### config.mk
export PLATFORM = sky130hd
export DESIGN_NAME = msds_start
export DESIGN_NICKNAME = d
export VERILOG_FILES = /design/src/msds_pkg.sv /design/src/msds_sel_if.sv /design/src/msds_sel.sv /design/src/msds_start.sv
export SDC_FILE = /design/constraint.sdc
export NUM_CORES = 1
export LEC_CHECK = 0
export ABC_AREA = 1
export BUFFER_PORTS_ARGS = -buffer_cell sky130_fd_sc_hd__buf_2
export CAP_MARGIN = 20
export CELL_PAD_IN_SITES_DETAIL_PLACEMENT = 0
export CELL_PAD_IN_SITES_GLOBAL_PLACEMENT = 2
export CORE_ASPECT_RATIO = 1.5
export CORE_MARGIN = 2
export CORE_UTILIZATION = 24
export DETAILED_ROUTE_END_ITERATION = 8
export PLACE_DENSITY_LB_ADDON = 0.1
export SLEW_MARGIN = 20
export SYNTH_ARGS = -nofsm -noshare
export SYNTH_HDL_FRONTEND = slang
export SYNTH_SLANG_ARGS = --single-unit
### constraint.sdc
create_clock -name mclk -period 1.4 [get_ports mclk]
set_input_delay 0.28 -clock mclk [delete_from_list [all_inputs] [get_ports mclk]]
set_output_delay 0.28 -clock mclk [all_outputs]
set_load 0.05 [all_outputs]
### src/msds_pkg.sv
/*
 Shared constants for the motion data set start logic: parameter addresses,
 reset values, start condition codes and control/status bit positions.
 Assumes nothing of its surroundings.
*/
package msds_pkg;
   localparam int MSDS_SET_W = 7;
   localparam int MSDS_NUM_SETS = 128;
   localparam logic [15:0] MSDS_ADDR_COND = 16'h2d10;
   localparam logic [15:0] MSDS_ADDR_RESEL = 16'h2d12;
   localparam logic [15:0] MSDS_ADDR_FALL = 16'h2d18;
   localparam logic [1:0] MSDS_COND_RST = 2'h0;
   localparam logic MSDS_RESEL_RST = 1'b0;
   localparam logic MSDS_FALL_RST = 1'b0;
   localparam logic [1:0] MSDS_COND_RISE = 2'h0;
   localparam logic [1:0] MSDS_COND_FALL = 2'h1;
   localparam logic [1:0] MSDS_COND_HIGH = 2'h2;
   localparam logic [1:0] MSDS_COND_LOW = 2'h3;
   localparam logic MSDS_RESEL_CONFIRM = 1'b0;
   localparam logic MSDS_RESEL_AUTO = 1'b1;
   localparam logic MSDS_FALL_CANCEL = 1'b1;
   localparam int MSDS_CTRL_START_BIT = 4;
   localparam int MSDS_CTRL_SEQ_BIT = 5;
   localparam int MSDS_STAT_SEQ_END_BIT = 10;
   localparam int MSDS_SYNC_STAGES = 2;
   typedef enum logic [1:0] {MSDS_IDLE, MSDS_RUN, MSDS_WAIT_TR} msds_state_e;
endpackage

### src/msds_sel_if.sv
/*
 Carrier between the input front end and the start sequencer: qualified
 edges, levels and the decoded data set number.
 Assumes both ends run on the same clock.
*/
`timescale 1ns/1ps
`default_nettype none
interface msds_sel_if #(parameter int SET_W = 7);
   logic seq_lvl;
   logic seq_rise;
   logic seq_fall;
   logic single_rise;
   logic confirm_rise;
   logic [SET_W-1:0] sel_num;
   modport src (output seq_lvl, seq_rise, seq_fall, single_rise, confirm_rise, sel_num);
   modport dst (input seq_lvl, seq_rise, seq_fall, single_rise, confirm_rise, sel_num);
endinterface
`default_nettype wire

### src/msds_sel.sv
/*
 Input front end: two-stage synchronisers for the start, select and data set
 bit pins, previous-cycle edge detection and bit-coded number decode.
 Assumes the assignment mask comes from logic on mclk.
*/
`timescale 1ns/1ps
`default_nettype none
module msds_sel
   import msds_pkg::*;
#(
   parameter int SET_W = MSDS_SET_W
) (
   input wire logic mclk,
   input wire logic rst_n,
   input wire logic ce,
   input wire logic start_seq_pin,
   input wire logic start_single_pin,
   input wire logic set_select_pin,
   input wire logic [SET_W-1:0] set_bit_pins,
   input wire logic [SET_W-1:0] set_bit_assigned,
   msds_sel_if.src sel
);
   localparam int VW = SET_W + 3;

   logic [VW-1:0] sync1_r, sync1_nxt;
   logic [VW-1:0] sync2_r, sync2_nxt;
   logic [VW-1:0] prev_r, prev_nxt;

   always_comb begin
      sync1_nxt = sync1_r;
      sync2_nxt = sync2_r;
      prev_nxt = prev_r;
      if (ce) begin
         sync1_nxt = {set_select_pin, start_single_pin, start_seq_pin, set_bit_pins};
         sync2_nxt = sync1_r;
         prev_nxt = sync2_r; // RULE17
      end
   end

   always_ff @(posedge mclk or negedge rst_n) begin
      if (!rst_n) begin
         sync1_r <= '0;
         sync2_r <= '0;
         prev_r <= '0;
      end else begin
         sync1_r <= sync1_nxt;
         sync2_r <= sync2_nxt;
         prev_r <= prev_nxt;
      end
   end

   // Edges compare the settled stage with the cycle before it
   assign sel.seq_lvl = sync2_r[SET_W];
   assign sel.seq_rise = sync2_r[SET_W] & ~prev_r[SET_W]; // RULE17
   assign sel.seq_fall = ~sync2_r[SET_W] & prev_r[SET_W]; // RULE17
   assign sel.single_rise = sync2_r[SET_W+1] & ~prev_r[SET_W+1];
   assign sel.confirm_rise = sync2_r[SET_W+2] & ~prev_r[SET_W+2];
   // Unassigned bits weigh zero, so an empty mask selects set 0
   assign sel.sel_num = sync2_r[SET_W-1:0] & set_bit_assigned; // RULE4 RULE5 RULE16
endmodule
`default_nettype wire

### src/msds_start.sv
/*
 Start sequencer for the motion sequence operating mode: parameter port,
 sequence and single data set starts, chaining, cancel and end status.
 Assumes a motion core that takes start_pulse/start_num, reports motion_done
 and presents the link data of the running data set.
*/
// Operation
// RULE1: A sequence data set naming a successor starts it after the movement ends.
// RULE2: With a transition condition the successor waits until that condition is met.
// RULE3: Sequence start uses the number confirmed earlier by the select input.
// RULE4: With no selection bits assigned, select confirms data set zero.
// RULE5: Selected number is the binary weighting of assigned bits from bit zero.
// RULE6: Start condition 0 rising, 1 falling, 2 high, 3 low; applied at next movement.
// RULE7: The start condition governs the first start after the mode becomes active.
// RULE8: After sequence end, 0 demands new confirmation, 1 adopts selection automatically.
// RULE9: Reselect and falling-edge settings are writable only with power stage off.
// RULE10: A single data set start never chains to a successor.
// RULE11: Rising edge on single start input starts the selected set without chaining.
// RULE12: Single starts take the selection inputs as confirmed at once.
// RULE13: Falling-edge response 0 ignores it, 1 cancels the active movement.
// RULE14: Fieldbus bit 4 rising starts a set; bit 5 picks single or sequence.
// RULE15: Status bit 10 goes high when a sequence has ended.
// RULE16: 128 data sets exist, numbered 0 to 127.
// RULE17: Inputs are sampled on the clock; edges compare with the previous cycle.
`timescale 1ns/1ps
`default_nettype none
module msds_start
   import msds_pkg::*;
#(
   parameter int SET_W = MSDS_SET_W
) (
   input wire logic mclk,
   input wire logic rst_n,
   input wire logic ce,
   input wire logic start_seq_pin,
   input wire logic start_single_pin,
   input wire logic set_select_pin,
   input wire logic [SET_W-1:0] set_bit_pins,
   input wire logic [SET_W-1:0] set_bit_assigned,
   input wire logic fieldbus_mode,
   input wire logic mode_active,
   input wire logic power_enabled,
   input wire logic [15:0] fieldbus_control_word,
   input wire logic [SET_W-1:0] fieldbus_start_set_number,
   input wire logic par_wr,
   input wire logic [15:0] par_addr,
   input wire logic [15:0] par_wdata,
   input wire logic motion_done,
   input wire logic next_valid,
   input wire logic [SET_W-1:0] next_num,
   input wire logic trans_defined,
   input wire logic trans_met,
   output logic [15:0] par_rdata,
   output logic start_pulse,
   output logic start_is_seq,
   output logic [SET_W-1:0] start_num,
   output logic cancel_move,
   output logic [15:0] fieldbus_status_word
);
   msds_sel_if #(.SET_W(SET_W)) sel ();

   msds_sel #(.SET_W(SET_W)) u_sel (
      .mclk(mclk),
      .rst_n(rst_n),
      .ce(ce),
      .start_seq_pin(start_seq_pin),
      .start_single_pin(start_single_pin),
      .set_select_pin(set_select_pin),
      .set_bit_pins(set_bit_pins),
      .set_bit_assigned(set_bit_assigned),
      .sel(sel.src)
   );

   ////////////////////////////////////////////////////////////////////////////
   msds_state_e state_r, state_nxt;
   logic [1:0] cond_r, cond_nxt;
   logic [1:0] cond_eff_r, cond_eff_nxt;
   logic resel_r, resel_nxt;
   logic fall_r, fall_nxt;
   logic conf_valid_r, conf_valid_nxt;
   logic [SET_W-1:0] conf_num_r, conf_num_nxt;
   logic [SET_W-1:0] pend_num_r, pend_num_nxt;
   logic seq_mode_r, seq_mode_nxt;
   logic ctrl_prev_r, ctrl_prev_nxt;
   logic [15:0] rdata_r, rdata_nxt;
   logic start_r, start_nxt;
   logic [SET_W-1:0] num_r, num_nxt;
   logic cancel_r, cancel_nxt;
   logic seq_end_r, seq_end_nxt;

   logic run_ok;
   logic local_ok;
   logic seq_trig;
   logic fb_start;
   logic cancel_req;

   assign run_ok = mode_active & power_enabled;
   assign local_ok = run_ok & ~fieldbus_mode;
   assign fb_start = run_ok & fieldbus_mode & fieldbus_control_word[MSDS_CTRL_START_BIT]
      & ~ctrl_prev_r; // RULE14
   assign cancel_req = local_ok & (fall_r == MSDS_FALL_CANCEL) & sel.seq_fall; // RULE13

   always_comb begin
      unique case (cond_eff_r) // RULE6
         MSDS_COND_RISE: seq_trig = sel.seq_rise;
         MSDS_COND_FALL: seq_trig = sel.seq_fall;
         MSDS_COND_HIGH: seq_trig = sel.seq_lvl;
         MSDS_COND_LOW: seq_trig = ~sel.seq_lvl;
      endcase
   end

   ////////////////////////////////////////////////////////////////////////////
   always_comb begin
      state_nxt = state_r;
      cond_nxt = cond_r;
      cond_eff_nxt = cond_eff_r;
      resel_nxt = resel_r;
      fall_nxt = fall_r;
      conf_valid_nxt = conf_valid_r;
      conf_num_nxt = conf_num_r;
      pend_num_nxt = pend_num_r;
      seq_mode_nxt = seq_mode_r;
      ctrl_prev_nxt = ctrl_prev_r;
      rdata_nxt = rdata_r;
      start_nxt = start_r & ~ce;
      num_nxt = num_r;
      cancel_nxt = cancel_r & ~ce;
      seq_end_nxt = seq_end_r;
      if (ce) begin
         ctrl_prev_nxt = fieldbus_control_word[MSDS_CTRL_START_BIT];
         if (par_wr) begin
            unique case (par_addr)
               MSDS_ADDR_COND: cond_nxt = par_wdata[1:0];
               MSDS_ADDR_RESEL: if (!power_enabled) resel_nxt = par_wdata[0]; // RULE9
               MSDS_ADDR_FALL: if (!power_enabled) fall_nxt = par_wdata[0]; // RULE9
               default: ;
            endcase
         end
         unique case (par_addr)
            MSDS_ADDR_COND: rdata_nxt = {14'h0000, cond_r};
            MSDS_ADDR_RESEL: rdata_nxt = {15'h0000, resel_r};
            MSDS_ADDR_FALL: rdata_nxt = {15'h0000, fall_r};
            default: rdata_nxt = 16'h0000;
         endcase
         if (sel.confirm_rise) begin
            conf_num_nxt = sel.sel_num; // RULE3
            conf_valid_nxt = 1'b1;
         end
         if (!run_ok) begin
            state_nxt = MSDS_IDLE;
            cond_eff_nxt = cond_r;
         end else begin
            unique case (state_r)
               MSDS_IDLE: begin
                  // Latching here keeps a new condition from acting mid-movement
                  cond_eff_nxt = cond_r; // RULE6 RULE7
                  if (fb_start) begin
                     start_nxt = 1'b1;
                     num_nxt = fieldbus_start_set_number;
                     seq_mode_nxt = fieldbus_control_word[MSDS_CTRL_SEQ_BIT]; // RULE14
                     state_nxt = MSDS_RUN;
                     seq_end_nxt = 1'b0;
                  end else if (local_ok && sel.single_rise) begin
                     start_nxt = 1'b1;
                     num_nxt = sel.sel_num; // RULE11 RULE12
                     seq_mode_nxt = 1'b0;
                     state_nxt = MSDS_RUN;
                     seq_end_nxt = 1'b0;
                  end else if (local_ok && seq_trig && conf_valid_r) begin
                     start_nxt = 1'b1;
                     num_nxt = conf_num_r; // RULE3
                     seq_mode_nxt = 1'b1;
                     state_nxt = MSDS_RUN;
                     seq_end_nxt = 1'b0;
                  end
               end
               MSDS_RUN: begin
                  if (cancel_req) begin
                     cancel_nxt = 1'b1; // RULE13
                     state_nxt = MSDS_IDLE;
                  end else if (motion_done) begin
                     if (seq_mode_r && next_valid) begin
                        pend_num_nxt = next_num;
                        if (trans_defined && !trans_met) begin
                           state_nxt = MSDS_WAIT_TR; // RULE2
                        end else begin
                           start_nxt = 1'b1; // RULE1
                           num_nxt = next_num;
                        end
                     end else begin
                        state_nxt = MSDS_IDLE; // RULE10
                        if (seq_mode_r) begin
                           seq_end_nxt = 1'b1; // RULE15
                           if (resel_r == MSDS_RESEL_AUTO) begin
                              conf_num_nxt = sel.sel_num; // RULE8
                              conf_valid_nxt = 1'b1;
                           end else if (!sel.confirm_rise) begin
                              conf_valid_nxt = 1'b0; // RULE8
                           end
                        end
                     end
                  end
               end
               MSDS_WAIT_TR: begin
                  if (cancel_req) begin
                     cancel_nxt = 1'b1;
                     state_nxt = MSDS_IDLE;
                  end else if (trans_met) begin
                     start_nxt = 1'b1; // RULE2
                     num_nxt = pend_num_r;
                     state_nxt = MSDS_RUN;
                  end
               end
               default: state_nxt = MSDS_IDLE;
            endcase
         end
      end
   end

   always_ff @(posedge mclk or negedge rst_n) begin
      if (!rst_n) begin
         state_r <= MSDS_IDLE;
         cond_r <= MSDS_COND_RST;
         cond_eff_r <= MSDS_COND_RST;
         resel_r <= MSDS_RESEL_RST;
         fall_r <= MSDS_FALL_RST;
         conf_valid_r <= 1'b0;
         conf_num_r <= '0;
         pend_num_r <= '0;
         seq_mode_r <= 1'b0;
         ctrl_prev_r <= 1'b0;
         rdata_r <= 16'h0000;
         start_r <= 1'b0;
         num_r <= '0;
         cancel_r <= 1'b0;
         seq_end_r <= 1'b0;
      end else begin
         state_r <= state_nxt;
         cond_r <= cond_nxt;
         cond_eff_r <= cond_eff_nxt;
         resel_r <= resel_nxt;
         fall_r <= fall_nxt;
         conf_valid_r <= conf_valid_nxt;
         conf_num_r <= conf_num_nxt;
         pend_num_r <= pend_num_nxt;
         seq_mode_r <= seq_mode_nxt;
         ctrl_prev_r <= ctrl_prev_nxt;
         rdata_r <= rdata_nxt;
         start_r <= start_nxt;
         num_r <= num_nxt;
         cancel_r <= cancel_nxt;
         seq_end_r <= seq_end_nxt;
      end
   end

   assign par_rdata = rdata_r;
   assign start_pulse = start_r;
   assign start_is_seq = seq_mode_r;
   assign start_num = num_r;
   assign cancel_move = cancel_r;
   assign fieldbus_status_word = {5'h00, seq_end_r, 10'h000};
endmodule
`default_nettype wire

==> qor.json <==
{
  "grtUsageTotal_pct": 13.1,
  "layout_worst_path_cycle_share_pct": 118,
  "crit_path_cell_trace": "inv_2, ha_4, buf_12, o211ai_1, nand3_4, nor2_4, nand2_1, nand2_1",
  "placeableCoreArea_um2": 14900,
  "sw_frac_of_total_pct": 35.4,
  "crit_path_top_delay_cell": "dfrtp_2",
  "dpl.hpwl_mm": 7.52,
  "placement_rows": 55,
  "ant_nets": 0,
  "htree_levels": 3,
  "critPathCaptureType": "flip-flop",
  "pwr_density_cell_nw_per_um2": 1200,
  "mostFrequentLayoutCells": "nand2_1, buf_2, dfrtp_1",
  "synth_cell_types": 32,
  "critical_path.reg2reg.endpoint": "start_num[2]$_DFFE_PN0P_",
  "status": "finished, violations left",
  "grt_antenna_before_repair": 0,
  "start_util_pct": 24.2,
  "leading_cell_type_in_the_layout_fill_and_taps_excluded": "nand2_1",
  "timing.critical_path.slowest_cell_delay_ns": 0.41,
  "dpl_cell_area_um2": 4360,
  "seqPwrFrac_pct": 35.2,
  "failed_checks": "negative setup slack",
  "first_global_vias": 3290,
  "timing.reg2reg.worst_path_depth": 8,
  "rsz0062_at_grt": "true",
  "dr.first_iter.drc_count": 97,
  "criticalPathCategory": "flip-flop to flip-flop",
  "drt_wl_total_mm": 10.4,
  "io_buffer_count": 74,
  "synth_seq_cells": 60,
  "num_antenna_cells": 0,
  "cts.sinks": 60,
  "die_area_um2": 16100,
  "finalSetupViolations": 27,
  "drive_gt1_share_pct": 34.2,
  "synth_area_leader_cell": "dfrtp_1",
  "worstSetupStartpoint": "state_r[1]$_DFFE_PN0P_",
  "boundaryPins": 132,
  "p_int_mw": 3.85,
  "post-layout-total-power_mw": 5.96,
  "post-route-worst-setup-slack_ns": -0.257,
  "hold_path_class": "input port to flip-flop",
  "area.growth.synth_to_final_pct": 37.0,
  "comb_power_share_pct": 27.0,
  "clock_power_share_pct": 37.8,
  "total_negative_slack_for_setup_checks_ns": -4.80,
  "drc": 0,
  "die_w_um": 104,
  "achievable-frequency_mhz": 603,
  "power_switching_mw": 2.11,
  "num_vias": 3310,
  "timing.critical_path.from_type": "flip-flop",
  "synthesis.yosys.warnings": 0,
  "reg_to_reg_slack_setup_ns": -0.26,
  "drt-wirelength-per-cell_um": 12.6,
  "global_route.overflow_total": 0,
  "syn_inst": 496,
  "final.min_clock_period_ns": 1.66,
  "hold_slack_ns": 0.142,
  "syn_area_per_cell_um2": 7.29,
  "globalplace.congestion": 0.761,
  "fin_nets": 712,
  "cts_root_buf": "clkbuf_16",
  "arrival_ns": 1.94,
  "max-vdd-ir-drop_v": 0.000419,
  "power.leakage_nw": 2.78,
  "finalCoreUtilization_pct": 33.2,
  "synth_area_leaders": "dfrtp_1, nand2_1, buf_4, inv_1, nand3_1",
  "worstPathRequired_ns": 1.68,
  "wire_length_of_the_first_global_routing_pass_mm": 16.3,
  "drt_pre_antenna_iters": 4,
  "crit_top_cell": "nand2_1",
  "max-clock-path-buffers": 2,
  "grt_max_degree": 61,
  "floorplan.die.height_um": 154,
  "finalHoldViolCount": 0,
  "avgViaCountPerCell": 4.03,
  "slew_viol_final": 0,
  "seq_area_frac_synth_pct": 41.5,
  "clk_pin_slew_worst_paths_ns": 0.06,
  "clock_skew_ns": 0.00945,
  "cp-endpoint": "start_num[2]$_DFFE_PN0P_",
  "yosys_top_cell_area_share_pct": 41.5,
  "post_synth_instance_area_um2": 3620,
  "maxCapViolCount": 0,
  "insertion_delay_ns": 0.34,
  "worstPathMaxFanout": 7,
  "cts_tree": "built",
  "cts-buffers-inserted": 9,
  "post-route-cell-area_um2": 4960,
  "worstReg2RegStart": "state_r[1]$_DFFE_PN0P_"
}
cell type report:
| type | instances | area, µm² |
|---|---|---|
| sequential | 60 | 1510 |
| clock inverter | 7 | 75.1 |
| timing repair buffer | 123 | 805 |
| tap | 199 | 249 |
| clock buffer | 9 | 225 |
| inverter | 61 | 235 |
| fill | 1674 | 9980 |
| timing repair inverter | 1 | 5.00 |
| multi-input combinational | 362 | 1860 |
stage by stage:
stage,cells,worst slack [ns]
2_1_floorplan,524,-0.0259
3_3_place_gp,793,-0.227
3_5_place_dp,793,-0.232
4_1_cts,814,-0.175
5_1_grt,822,-0.353
6_report,822,-0.257
worst max-delay path, delay by kind of cell (launching register included):
family	cells	cell delay, ns
AOI/OAI and AO/OA	1	0.28
buffers and inverters	2	0.21
DFF	1	0.41
and+or+nand+nor	4	0.50
adders and majority gates	1	0.20
state kept, by name, indices dropped and copies added (netlist names), named ones only:
signal / cells
u_sel.sync2_r: 10
pend_num_r: 7
cond_r: 2
start_num: 7
fall_r: 1
u_sel.sync1_r: 10
start_is_seq: 1
u_sel.prev_r: 3
conf_num_r: 7
ctrl_prev_r: 1
seq_end_r: 1
cond_eff_r: 2
par_rdata: 2
resel_r: 1
conf_valid_r: 1
state_r: 2
per-layer routing:
metal | global-route usage (%) | wire length [µm] | up-vias
li1 | - | - | 1733
met1 | 14.5 | 4200 | 1486
met2 | 24.1 | 5570 | 79
met3 | 1.85 | 353 | 12
met4 | 6.56 | 240 | 0
met5 | 0 | 0 | -
cells in the mapped netlist (all sizes together):
cell,instances
nand2,194
conb,1
nand3b,4
nand3,39
and2,2
nor3,1
o31ai,1
o211ai,1
nand4,9
a21oi,10
ha,4
o21ai,33
clkbuf,3
buf,39
dfrtp,60
nor2,34
inv,61
cell families (layout without fill, tap and decap cells):
kind of cell / Yosys count / after routing / synth area share (%)
AO/OA/AOI/OAI: 45 / 45 / 7.20
adder cells (fa/ha/maj): 4 / 4 / 1.38
buffers and inverters: 103 / 201 / 14.9
flip-flops: 60 / 60 / 41.5
other: 1 / 29 / 0.104
AND/OR/NAND/NOR: 283 / 284 / 34.9
repair_timing:
action	CTS	global route
setup endpoints to repair	29	29
hold endpoints to repair	60	0
cloned	0	3
gates resized for setup	18	37
pin swaps	12	12
hold buffers	1	0
setup buffers	5	6
worst min-delay path by stage:
stage                         start                      endpoint  slack [ns]  depth (start not counted)
CTS                 set_bit_pins[3]  u_sel.sync1_r[3]$_DFFE_PN0P_        0.13                          3
detailed placement            rst_n         seq_end_r$_DFFE_PN0P_        0.33                          2
floorplan                     rst_n                     async pin       -0.02                          0
global route        set_bit_pins[3]  u_sel.sync1_r[3]$_DFFE_PN0P_        0.14                          3
global placement              rst_n         seq_end_r$_DFFE_PN0P_        0.33                          2
finish              set_bit_pins[3]  u_sel.sync1_r[3]$_DFFE_PN0P_        0.14                          3
power groups by stage:
stage | clock network, mW | logic [mW] | registers, mW
floorplan | 0 | 0.816 | 2.39
global placement | 0 | 1.48 | 2.11
detailed placement | 0 | 1.49 | 2.12
CTS | 2.34 | 1.54 | 2.09
global route | 2.42 | 1.78 | 2.13
finish | 2.26 | 1.61 | 2.10
Power figures use the tool's default switching activity.
